`src/dsol_params.svh`:
```
// option codes and reset values for the drive status option logic
`ifndef DSOL_PARAMS_SVH
`define DSOL_PARAMS_SVH

// ----------------------------------------------------------------
// lamp option codes
// ----------------------------------------------------------------
`define DSOL_LAMP_SELECT 2'h0
`define DSOL_LAMP_SEL_OR_REQ 2'h1
`define DSOL_LAMP_HEAD_OR_REQ 2'h2
`define DSOL_LAMP_REQ_ONLY 2'h3

// ----------------------------------------------------------------
// reset values of outputs (low-active lines idle high)
// ----------------------------------------------------------------
`define DSOL_RST_IDLE_HIGH 1'b1
`define DSOL_RST_IDLE_LOW 1'b0

`endif

```
`src/dsol_pkg.sv`:
```
// types for the drive status option logic
package dsol_pkg;
	// state of the media-swap tracker
	typedef enum logic [1:0] {
		DSOL_SW_SELECTED,
		DSOL_SW_DESELECTED,
		DSOL_SW_REMOVED,
		DSOL_SW_SWAPPED
	} dsol_swap_t;
endpackage

```
`src/dsol_swap_track.sv`:
```
// media swap detector: deselect, removal, new insert before reselect
`timescale 1ns/1ps
module dsol_swap_track (
	input wire logic clk,
	input wire logic reset_n,
	input wire logic clk_en,
	input wire logic selected,
	input wire logic door_open,
	input wire logic media_present,
	output logic swap_seen
);
	dsol_pkg::dsol_swap_t state;
	dsol_pkg::dsol_swap_t next_state;
	logic next_swap_seen;

	// ----------------------------------------------------------------
	// next state
	// ----------------------------------------------------------------
	always_comb begin
		next_state = state;
		next_swap_seen = swap_seen;
		case (state)
			dsol_pkg::DSOL_SW_SELECTED: begin
				if (!selected) begin
					next_state = dsol_pkg::DSOL_SW_DESELECTED;
				end
			end
			dsol_pkg::DSOL_SW_DESELECTED: begin
				if (selected) begin
					next_state = dsol_pkg::DSOL_SW_SELECTED;
				end else if (door_open && !media_present) begin
					next_state = dsol_pkg::DSOL_SW_REMOVED;
				end
			end
			dsol_pkg::DSOL_SW_REMOVED: begin
				if (selected) begin
					next_state = dsol_pkg::DSOL_SW_SELECTED;
				end else if (media_present) begin
					next_state = dsol_pkg::DSOL_SW_SWAPPED;
				end
			end
			dsol_pkg::DSOL_SW_SWAPPED: begin
				// flag raised at reselection, held while selected
				if (selected) begin
					next_swap_seen = 1'b1;
					next_state = dsol_pkg::DSOL_SW_SELECTED;
				end
			end
			default: begin
				next_state = dsol_pkg::DSOL_SW_SELECTED;
			end
		endcase
		// flag clears at the next deselection
		if (state == dsol_pkg::DSOL_SW_SELECTED && !selected) begin
			next_swap_seen = 1'b0;
		end
		if (!clk_en) begin
			next_state = state;
			next_swap_seen = swap_seen;
		end
	end

	// register
	always_ff @(posedge clk or negedge reset_n) begin
		if (!reset_n) begin
			state <= dsol_pkg::DSOL_SW_SELECTED;
			swap_seen <= 1'b0;
		end else begin
			state <= next_state;
			swap_seen <= next_swap_seen;
		end
	end
endmodule // dsol_swap_track

```
`src/dsol_sync_flop.sv`:
```
// one registered output bit with clock enable and reset value
`timescale 1ns/1ps
module dsol_sync_flop #(
	parameter logic RST_VAL = 1'b0
) (
	input wire logic clk,
	input wire logic reset_n,
	input wire logic clk_en,
	input wire logic d,
	output logic q
);
	logic next_q;

	// hold while disabled
	always_comb begin
		next_q = clk_en ? d : q;
	end

	// register
	always_ff @(posedge clk or negedge reset_n) begin
		if (!reset_n) begin
			q <= RST_VAL;
		end else begin
			q <= next_q;
		end
	end
endmodule // dsol_sync_flop

```
`src/dsol_top.sv`:
```
// top of the drive status option logic: index, lamp, lock, protect, media
// Operation
// index on shared line only while selected
// radial option: index always on alternate output
// default lamp follows unit select
// door lock needs select and ready
// activity request inputs are active low
// option one: lamp from select or request
// option two: lamp from head engage or request
// option three: lamp from request only
// latch option holds door lock after activation
// latch option may take request from select
// override reports protection, writes still allowed
// no override: report and block writes
// swap output low after medium exchanged unselected
// sides output low for double-sided media
// options captured once, static while running
`timescale 1ns/1ps
`include "dsol_params.svh"
module dsol_top (
	input wire logic clk,
	input wire logic reset_n,
	input wire logic clk_en,
	// interface inputs, low active
	input wire logic unit_select_n,
	input wire logic head_engage_n,
	input wire logic activity_req_n,
	input wire logic write_gate_n,
	input wire logic erase_gate_n,
	// drive internal sense
	input wire logic index_pulse,
	input wire logic ready,
	input wire logic wp_sensed,
	input wire logic door_open,
	input wire logic media_present,
	input wire logic media_two_sided,
	// option straps
	input wire logic opt_radial_index,
	input wire logic [1:0] opt_lamp,
	input wire logic opt_door_latch,
	input wire logic opt_latch_from_select,
	input wire logic opt_wp_override,
	input wire logic opt_swap_enable,
	input wire logic opt_sides_enable,
	// outputs
	output logic index_n,
	output logic index_alt_n,
	output logic lamp_on,
	output logic door_lock,
	output logic write_protect_n,
	output logic write_enable,
	output logic erase_enable,
	output logic media_swap_n,
	output logic media_sides_n
);
	// ----------------------------------------------------------------
	// option capture after reset release
	// ----------------------------------------------------------------
	logic opt_valid;
	logic cfg_radial;
	logic [1:0] cfg_lamp;
	logic cfg_latch;
	logic cfg_latch_sel;
	logic cfg_wp_ovr;
	logic cfg_swap;
	logic cfg_sides;
	logic next_opt_valid;
	logic next_cfg_radial;
	logic [1:0] next_cfg_lamp;
	logic next_cfg_latch;
	logic next_cfg_latch_sel;
	logic next_cfg_wp_ovr;
	logic next_cfg_swap;
	logic next_cfg_sides;

	// straps sampled once on first enabled edge, then frozen
	always_comb begin
		next_opt_valid = opt_valid;
		next_cfg_radial = cfg_radial;
		next_cfg_lamp = cfg_lamp;
		next_cfg_latch = cfg_latch;
		next_cfg_latch_sel = cfg_latch_sel;
		next_cfg_wp_ovr = cfg_wp_ovr;
		next_cfg_swap = cfg_swap;
		next_cfg_sides = cfg_sides;
		if (clk_en && !opt_valid) begin
			next_opt_valid = 1'b1;
			next_cfg_radial = opt_radial_index;
			next_cfg_lamp = opt_lamp;
			next_cfg_latch = opt_door_latch;
			next_cfg_latch_sel = opt_latch_from_select;
			next_cfg_wp_ovr = opt_wp_override;
			next_cfg_swap = opt_swap_enable;
			next_cfg_sides = opt_sides_enable;
		end
	end

	// register the captured straps
	always_ff @(posedge clk or negedge reset_n) begin
		if (!reset_n) begin
			opt_valid <= 1'b0;
			cfg_radial <= 1'b0;
			cfg_lamp <= `DSOL_LAMP_SELECT;
			cfg_latch <= 1'b0;
			cfg_latch_sel <= 1'b0;
			cfg_wp_ovr <= 1'b0;
			cfg_swap <= 1'b0;
			cfg_sides <= 1'b0;
		end else begin
			opt_valid <= next_opt_valid;
			cfg_radial <= next_cfg_radial;
			cfg_lamp <= next_cfg_lamp;
			cfg_latch <= next_cfg_latch;
			cfg_latch_sel <= next_cfg_latch_sel;
			cfg_wp_ovr <= next_cfg_wp_ovr;
			cfg_swap <= next_cfg_swap;
			cfg_sides <= next_cfg_sides;
		end
	end

	// ----------------------------------------------------------------
	// input decode
	// ----------------------------------------------------------------
	logic sel;
	logic head;
	logic req;
	logic act_req;

	// low level means asserted
	assign sel = !unit_select_n;
	assign head = !head_engage_n;
	assign req = !activity_req_n;
	// latch option may use select as activity request
	assign act_req = (cfg_latch && cfg_latch_sel) ? sel : req;

	// ----------------------------------------------------------------
	// door lock latch
	// ----------------------------------------------------------------
	logic lock_held;
	logic next_lock_held;

	// latch sets on activation, releases when select drops
	always_comb begin
		next_lock_held = lock_held;
		if (clk_en) begin
			if (!cfg_latch || !opt_valid) begin
				next_lock_held = 1'b0;
			end else if (sel && ready && act_req) begin
				next_lock_held = 1'b1;
			end else if (!sel) begin
				next_lock_held = 1'b0;
			end
		end
	end

	// register latch
	always_ff @(posedge clk or negedge reset_n) begin
		if (!reset_n) begin
			lock_held <= 1'b0;
		end else begin
			lock_held <= next_lock_held;
		end
	end

	// ----------------------------------------------------------------
	// media swap tracker
	// ----------------------------------------------------------------
	logic swap_seen;

	dsol_swap_track u_swap (
		.clk(clk),
		.reset_n(reset_n),
		.clk_en(clk_en),
		.selected(sel),
		.door_open(door_open),
		.media_present(media_present),
		.swap_seen(swap_seen)
	);

	// ----------------------------------------------------------------
	// output terms
	// ----------------------------------------------------------------
	logic lamp_d;
	logic lock_d;
	logic write_block;
	logic index_d;
	logic index_alt_d;
	logic wp_d;
	logic wr_d;
	logic er_d;
	logic swap_d;
	logic sides_d;

	// lamp source by option
	always_comb begin
		case (cfg_lamp)
			`DSOL_LAMP_SELECT: lamp_d = sel;
			`DSOL_LAMP_SEL_OR_REQ: lamp_d = sel || req;
			`DSOL_LAMP_HEAD_OR_REQ: lamp_d = head || req;
			`DSOL_LAMP_REQ_ONLY: lamp_d = req;
			default: lamp_d = sel;
		endcase
		if (cfg_latch) begin
			lamp_d = lamp_d || lock_held;
		end
	end

	// lock, index, protection and media terms
	always_comb begin
		lock_d = (sel && ready) || lock_held;
		index_d = !(sel && index_pulse);
		index_alt_d = cfg_radial ? !index_pulse : `DSOL_RST_IDLE_HIGH;
		write_block = wp_sensed && !cfg_wp_ovr;
		wp_d = !(sel && wp_sensed);
		wr_d = sel && !write_gate_n && !write_block;
		er_d = sel && !erase_gate_n && !write_block;
		swap_d = !(cfg_swap && sel && swap_seen);
		sides_d = cfg_sides ? !media_two_sided : `DSOL_RST_IDLE_HIGH;
		if (!opt_valid) begin
			lock_d = 1'b0;
			index_alt_d = `DSOL_RST_IDLE_HIGH;
			swap_d = `DSOL_RST_IDLE_HIGH;
			sides_d = `DSOL_RST_IDLE_HIGH;
			wr_d = 1'b0;
			er_d = 1'b0;
		end
	end

	// ----------------------------------------------------------------
	// registered outputs
	// ----------------------------------------------------------------
	// shared index line, idles high
	dsol_sync_flop #(.RST_VAL(`DSOL_RST_IDLE_HIGH)) u_idx (
		.clk(clk),
		.reset_n(reset_n),
		.clk_en(clk_en),
		.d(index_d),
		.q(index_n)
	);
	// radial index line, idles high
	dsol_sync_flop #(.RST_VAL(`DSOL_RST_IDLE_HIGH)) u_idx_alt (
		.clk(clk),
		.reset_n(reset_n),
		.clk_en(clk_en),
		.d(index_alt_d),
		.q(index_alt_n)
	);
	// activity lamp, dark in reset
	dsol_sync_flop #(.RST_VAL(`DSOL_RST_IDLE_LOW)) u_lamp (
		.clk(clk),
		.reset_n(reset_n),
		.clk_en(clk_en),
		.d(lamp_d),
		.q(lamp_on)
	);
	// door solenoid, released in reset
	dsol_sync_flop #(.RST_VAL(`DSOL_RST_IDLE_LOW)) u_lock (
		.clk(clk),
		.reset_n(reset_n),
		.clk_en(clk_en),
		.d(lock_d),
		.q(door_lock)
	);
	// protection report, idles high
	dsol_sync_flop #(.RST_VAL(`DSOL_RST_IDLE_HIGH)) u_wp (
		.clk(clk),
		.reset_n(reset_n),
		.clk_en(clk_en),
		.d(wp_d),
		.q(write_protect_n)
	);
	// write current permit, off in reset
	dsol_sync_flop #(.RST_VAL(`DSOL_RST_IDLE_LOW)) u_wr (
		.clk(clk),
		.reset_n(reset_n),
		.clk_en(clk_en),
		.d(wr_d),
		.q(write_enable)
	);
	// erase permit, off in reset
	dsol_sync_flop #(.RST_VAL(`DSOL_RST_IDLE_LOW)) u_er (
		.clk(clk),
		.reset_n(reset_n),
		.clk_en(clk_en),
		.d(er_d),
		.q(erase_enable)
	);
	// media swap line, idles high
	dsol_sync_flop #(.RST_VAL(`DSOL_RST_IDLE_HIGH)) u_swp (
		.clk(clk),
		.reset_n(reset_n),
		.clk_en(clk_en),
		.d(swap_d),
		.q(media_swap_n)
	);
	// media sides line, idles high
	dsol_sync_flop #(.RST_VAL(`DSOL_RST_IDLE_HIGH)) u_sides (
		.clk(clk),
		.reset_n(reset_n),
		.clk_en(clk_en),
		.d(sides_d),
		.q(media_sides_n)
	);
endmodule // dsol_top

```
`config.mk`:
```
export PLATFORM = sky130hd
export DESIGN_NAME = dsol_top
export DESIGN_NICKNAME = d
export VERILOG_FILES = /design/src/dsol_pkg.sv /design/src/dsol_swap_track.sv /design/src/dsol_sync_flop.sv /design/src/dsol_top.sv
export VERILOG_INCLUDE_DIRS = /design/src
export SDC_FILE = /design/constraint.sdc
export NUM_CORES = 1
export LEC_CHECK = 0
export BUFFER_PORTS_ARGS = -buffer_cell sky130_fd_sc_hd__buf_2
export CAP_MARGIN = 20
export CORE_MARGIN = 2
export CORE_UTILIZATION = 53
export DETAILED_ROUTE_END_ITERATION = 8
export PLACE_DENSITY_LB_ADDON = 0.2
export SYNTH_ARGS = -nofsm -noshare
export SYNTH_HDL_FRONTEND = slang
export SYNTH_HIERARCHICAL = 1
export SYNTH_SLANG_ARGS = --single-unit
```
`constraint.sdc`:
```
create_clock -name clk -period 2 [get_ports clk]
set_input_delay 0 -clock clk [delete_from_list [all_inputs] [get_ports clk]]
set_output_delay 0 -clock clk [all_outputs]
set_load 0.05 [all_outputs]
```
==> flow_metrics.tcl <==
set metrics [dict create \
    status "finished, final reports clean" \
    route.detailed.drc 0 \
    yosysUniqueCellTypes 27 \
    dp.cells 146 \
    numCtsBuffers 3 \
    clk_latency_ns 0.30 \
    post-dp-hpwl_um 1500 \
    die_x_um 48.7 \
    clock-sinks 22 \
    wirelength_um 2210 \
    setup_slack_ns 0.531 \
    dpl_cell_area_mm2 0.00125 \
    tns_ns 0 \
    max-slew-margin-rel 0.682 \
    nets 159 \
    wl_per_cell_um 13.8 \
    area_delta_synth_final_pct 30.6 \
    arrival_ns 1.67 \
    drive_gt1_frac 0.436 \
    power.net_switching_uw 328 \
    fin_crit_ns 1.47 \
    start_util 0.551 \
    final_common_cell "buf_2" \
    cp-end-kind "flip-flop" \
    grt_busiest_layer "met2" \
    grt_overflow 0 \
    netlist_area_mm2 0.00106 \
    gp_congestion 0.726 \
    pin_count 31 \
    p_int_uw 737 \
    synth_seq_area_share 0.525 \
    final_area_mm2 0.00138 \
    antenna_found_initial 0 \
    cp_max_fo 3 \
    postRouteAntennaNets 0 \
    cts_setup_buffers 0 \
    vias_per_cell 4.99 \
    rows 16 \
    yosysTopAreaCell "dfrtp_1" \
    finalHoldWorstSlack_ns 0.0102 \
    num_vias 799 \
    fin_cells 160 \
    clkTransAtPathRegs_ns 0.12 \
    grt_use_total 0.202 \
    power_frac_comb 0.266 \
    port_buffers 30 \
    die_h_um 48.7 \
    synth-seq-cells 22 \
    syn_avg_cell_area_um2 12.0 \
    leakage_uw 0.000685 \
    irDropWorstVdd_uv 518 \
    finalSetupViolCount 0 \
    fp.coreArea_mm2 0.00192 \
    grt_start_max_net_pins 23 \
    clock_power_share 0.228 \
    power_frac_seq 0.506 \
    cts_root_buf "clkbuf_4" \
    hold_violations 0 \
    required_ns 2.20 \
    yosysTopAreaCellShare 0.401 \
    fin_skew_ns 0.00506 \
    path_class "reg -> reg" \
    final_max_slew_viol_count 0 \
    grt_util_met2 0.342 \
    drv_cap 0 \
    grt_pass1_wl_um 3700 \
    clock.fmax_mhz 681 \
    finalCritPeriodShare 0.734 \
    cp-start-kind "flip-flop" \
    synth_nets 113 \
    hp-class "in -> reg" \
    grt_pass1_vias 787 \
    tritoncts "done" \
    ys_warn_count 6 \
    final_cell_mix "buf_2 (30), dfrtp_1 (17), mux2_4 (11)" \
    cts_max_level 1 \
    clk_path_buf_depth 2 \
    rrSetupSlack_ns 0.53 \
    postSynthCellCount 88 \
    switching_share 0.308 \
    diodes 0 \
    ctsResizeCount 0 \
    rsz0062_at_grt "false" \
    pre_cts_slack_ns 0.528 \
    first_pass_iters 4 \
    grt_use_met1 0.273 \
    synth.area.top_cells "dfrtp_1 (40%), mux2_4 (16%), dfstp_2 (12%)" \
    hold_buffers 10 \
    worst_slew_pin_slew_ns 0.477 \
    dr.first_iter.drc_count 7 \
    use_met3 0.0309 \
    powerDensity_mw_per_mm2 770 \
    dieArea_mm2 0.00237 \
]
[critical path, stage by stage (launching register included)]
cell,delay [ns]
dfrtp_1,0.38
inv_1,0.08
ha_1,0.32
nor2_1,0.10
o22a_1,0.13
o221ai_1,0.10
mux2_4,0.26
[cell usage after synthesis]
| cell | n |
|---|---|
| nor2b_1 | 2 |
| nand4_1 | 1 |
| o221ai_1 | 1 |
| dfrtp_1 | 17 |
| a21boi_0 | 1 |
| dfstp_2 | 5 |
| nand3_1 | 4 |
| a41o_1 | 1 |
| a21oi_1 | 4 |
| inv_1 | 9 |
| a21o_1 | 1 |
| or2_2 | 1 |
| o21ai_0 | 4 |
| inv_2 | 1 |
| nand2_1 | 8 |
| o22a_1 | 1 |
| o41ai_1 | 1 |
| nand2b_1 | 1 |
| buf_6 | 1 |
| o21a_1 | 1 |
| ha_1 | 3 |
| a41oi_1 | 1 |
| nor2_1 | 3 |
| mux2_2 | 3 |
| nor2b_2 | 1 |
| o32ai_1 | 1 |
| mux2_4 | 11 |
[routing by layer]
| layer | part of all wire | routed length, um |
|---|---|---|
| met1 | 0.44 | 972 |
| met2 | 0.51 | 1120 |
| met3 | 0.045 | 100 |
| met4 | 0.0045 | 10 |
| met5 | 0 | 0 |
[sequential cells by signal, summed over array words and instances, names as in the netlist]
| signal | count |
|---|---|
| u_swp/q | 1 |
| u_swap/state | 2 |
| u_er/q | 1 |
| lock_held | 1 |
| cfg_wp_ovr | 1 |
| cfg_swap | 1 |
| u_lamp/q | 1 |
| u_wp/q | 1 |
| cfg_sides | 1 |
| u_idx/q | 1 |
| u_wr/q | 1 |
| opt_valid | 1 |
| cfg_radial | 1 |
| u_sides/q | 1 |
| u_swap/swap_seen | 1 |
| u_lock/q | 1 |
| cfg_lamp | 2 |
| u_idx_alt/q | 1 |
| cfg_latch_sel | 1 |
| cfg_latch | 1 |
[stage by stage]
step	total power, uW	util
final	1070	0.720
after global placement	805	0.649
after detailed placement	815	0.649
after CTS	1070	0.720
after floorplan	730	-
after global routing	1120	0.720
[kinds of logic (layout without fill, tap and decap cells)]
family | Yosys count | after routing | share of synthesized area
mux | 14 | 14 | 0.188
buf+inv | 11 | 56 | 0.0460
flops | 22 | 22 | 0.525
compound gates | 17 | 17 | 0.110
simple gates | 21 | 21 | 0.0956
fa+ha+maj | 3 | 3 | 0.0354
[power groups by stage]
stage	clock (uW)	combinational, uW	sequential [uW]
floorplan	0	110	620
global placement	0	263	542
detailed placement	0	268	547
CTS	245	285	539
global route	264	308	546
finish	243	283	538
[layout make-up]
class                      instances  area [um2]
fill                             158         538
timing repair buffer              42         265
inverter                          10        37.5
clock buffer                       4        36.3
sequential                        22         557
multi-input combinational         55         454
tap                               27        33.8
[worst paths after layout]
kind,from,end,cells after the start
setup / recovery,cfg_lamp[0],u_lamp/q,6
hold / removal,wp_sensed,u_wp/q,3
setup reg to reg,cfg_lamp[0],u_lamp/q,6
hold reg to reg,u_lock/q,u_lock/q,1
max in group asynchronous,reset_n,u_sides/q,2
min in group asynchronous,reset_n,cfg_swap,2
(Power assumes the default switching activity.)
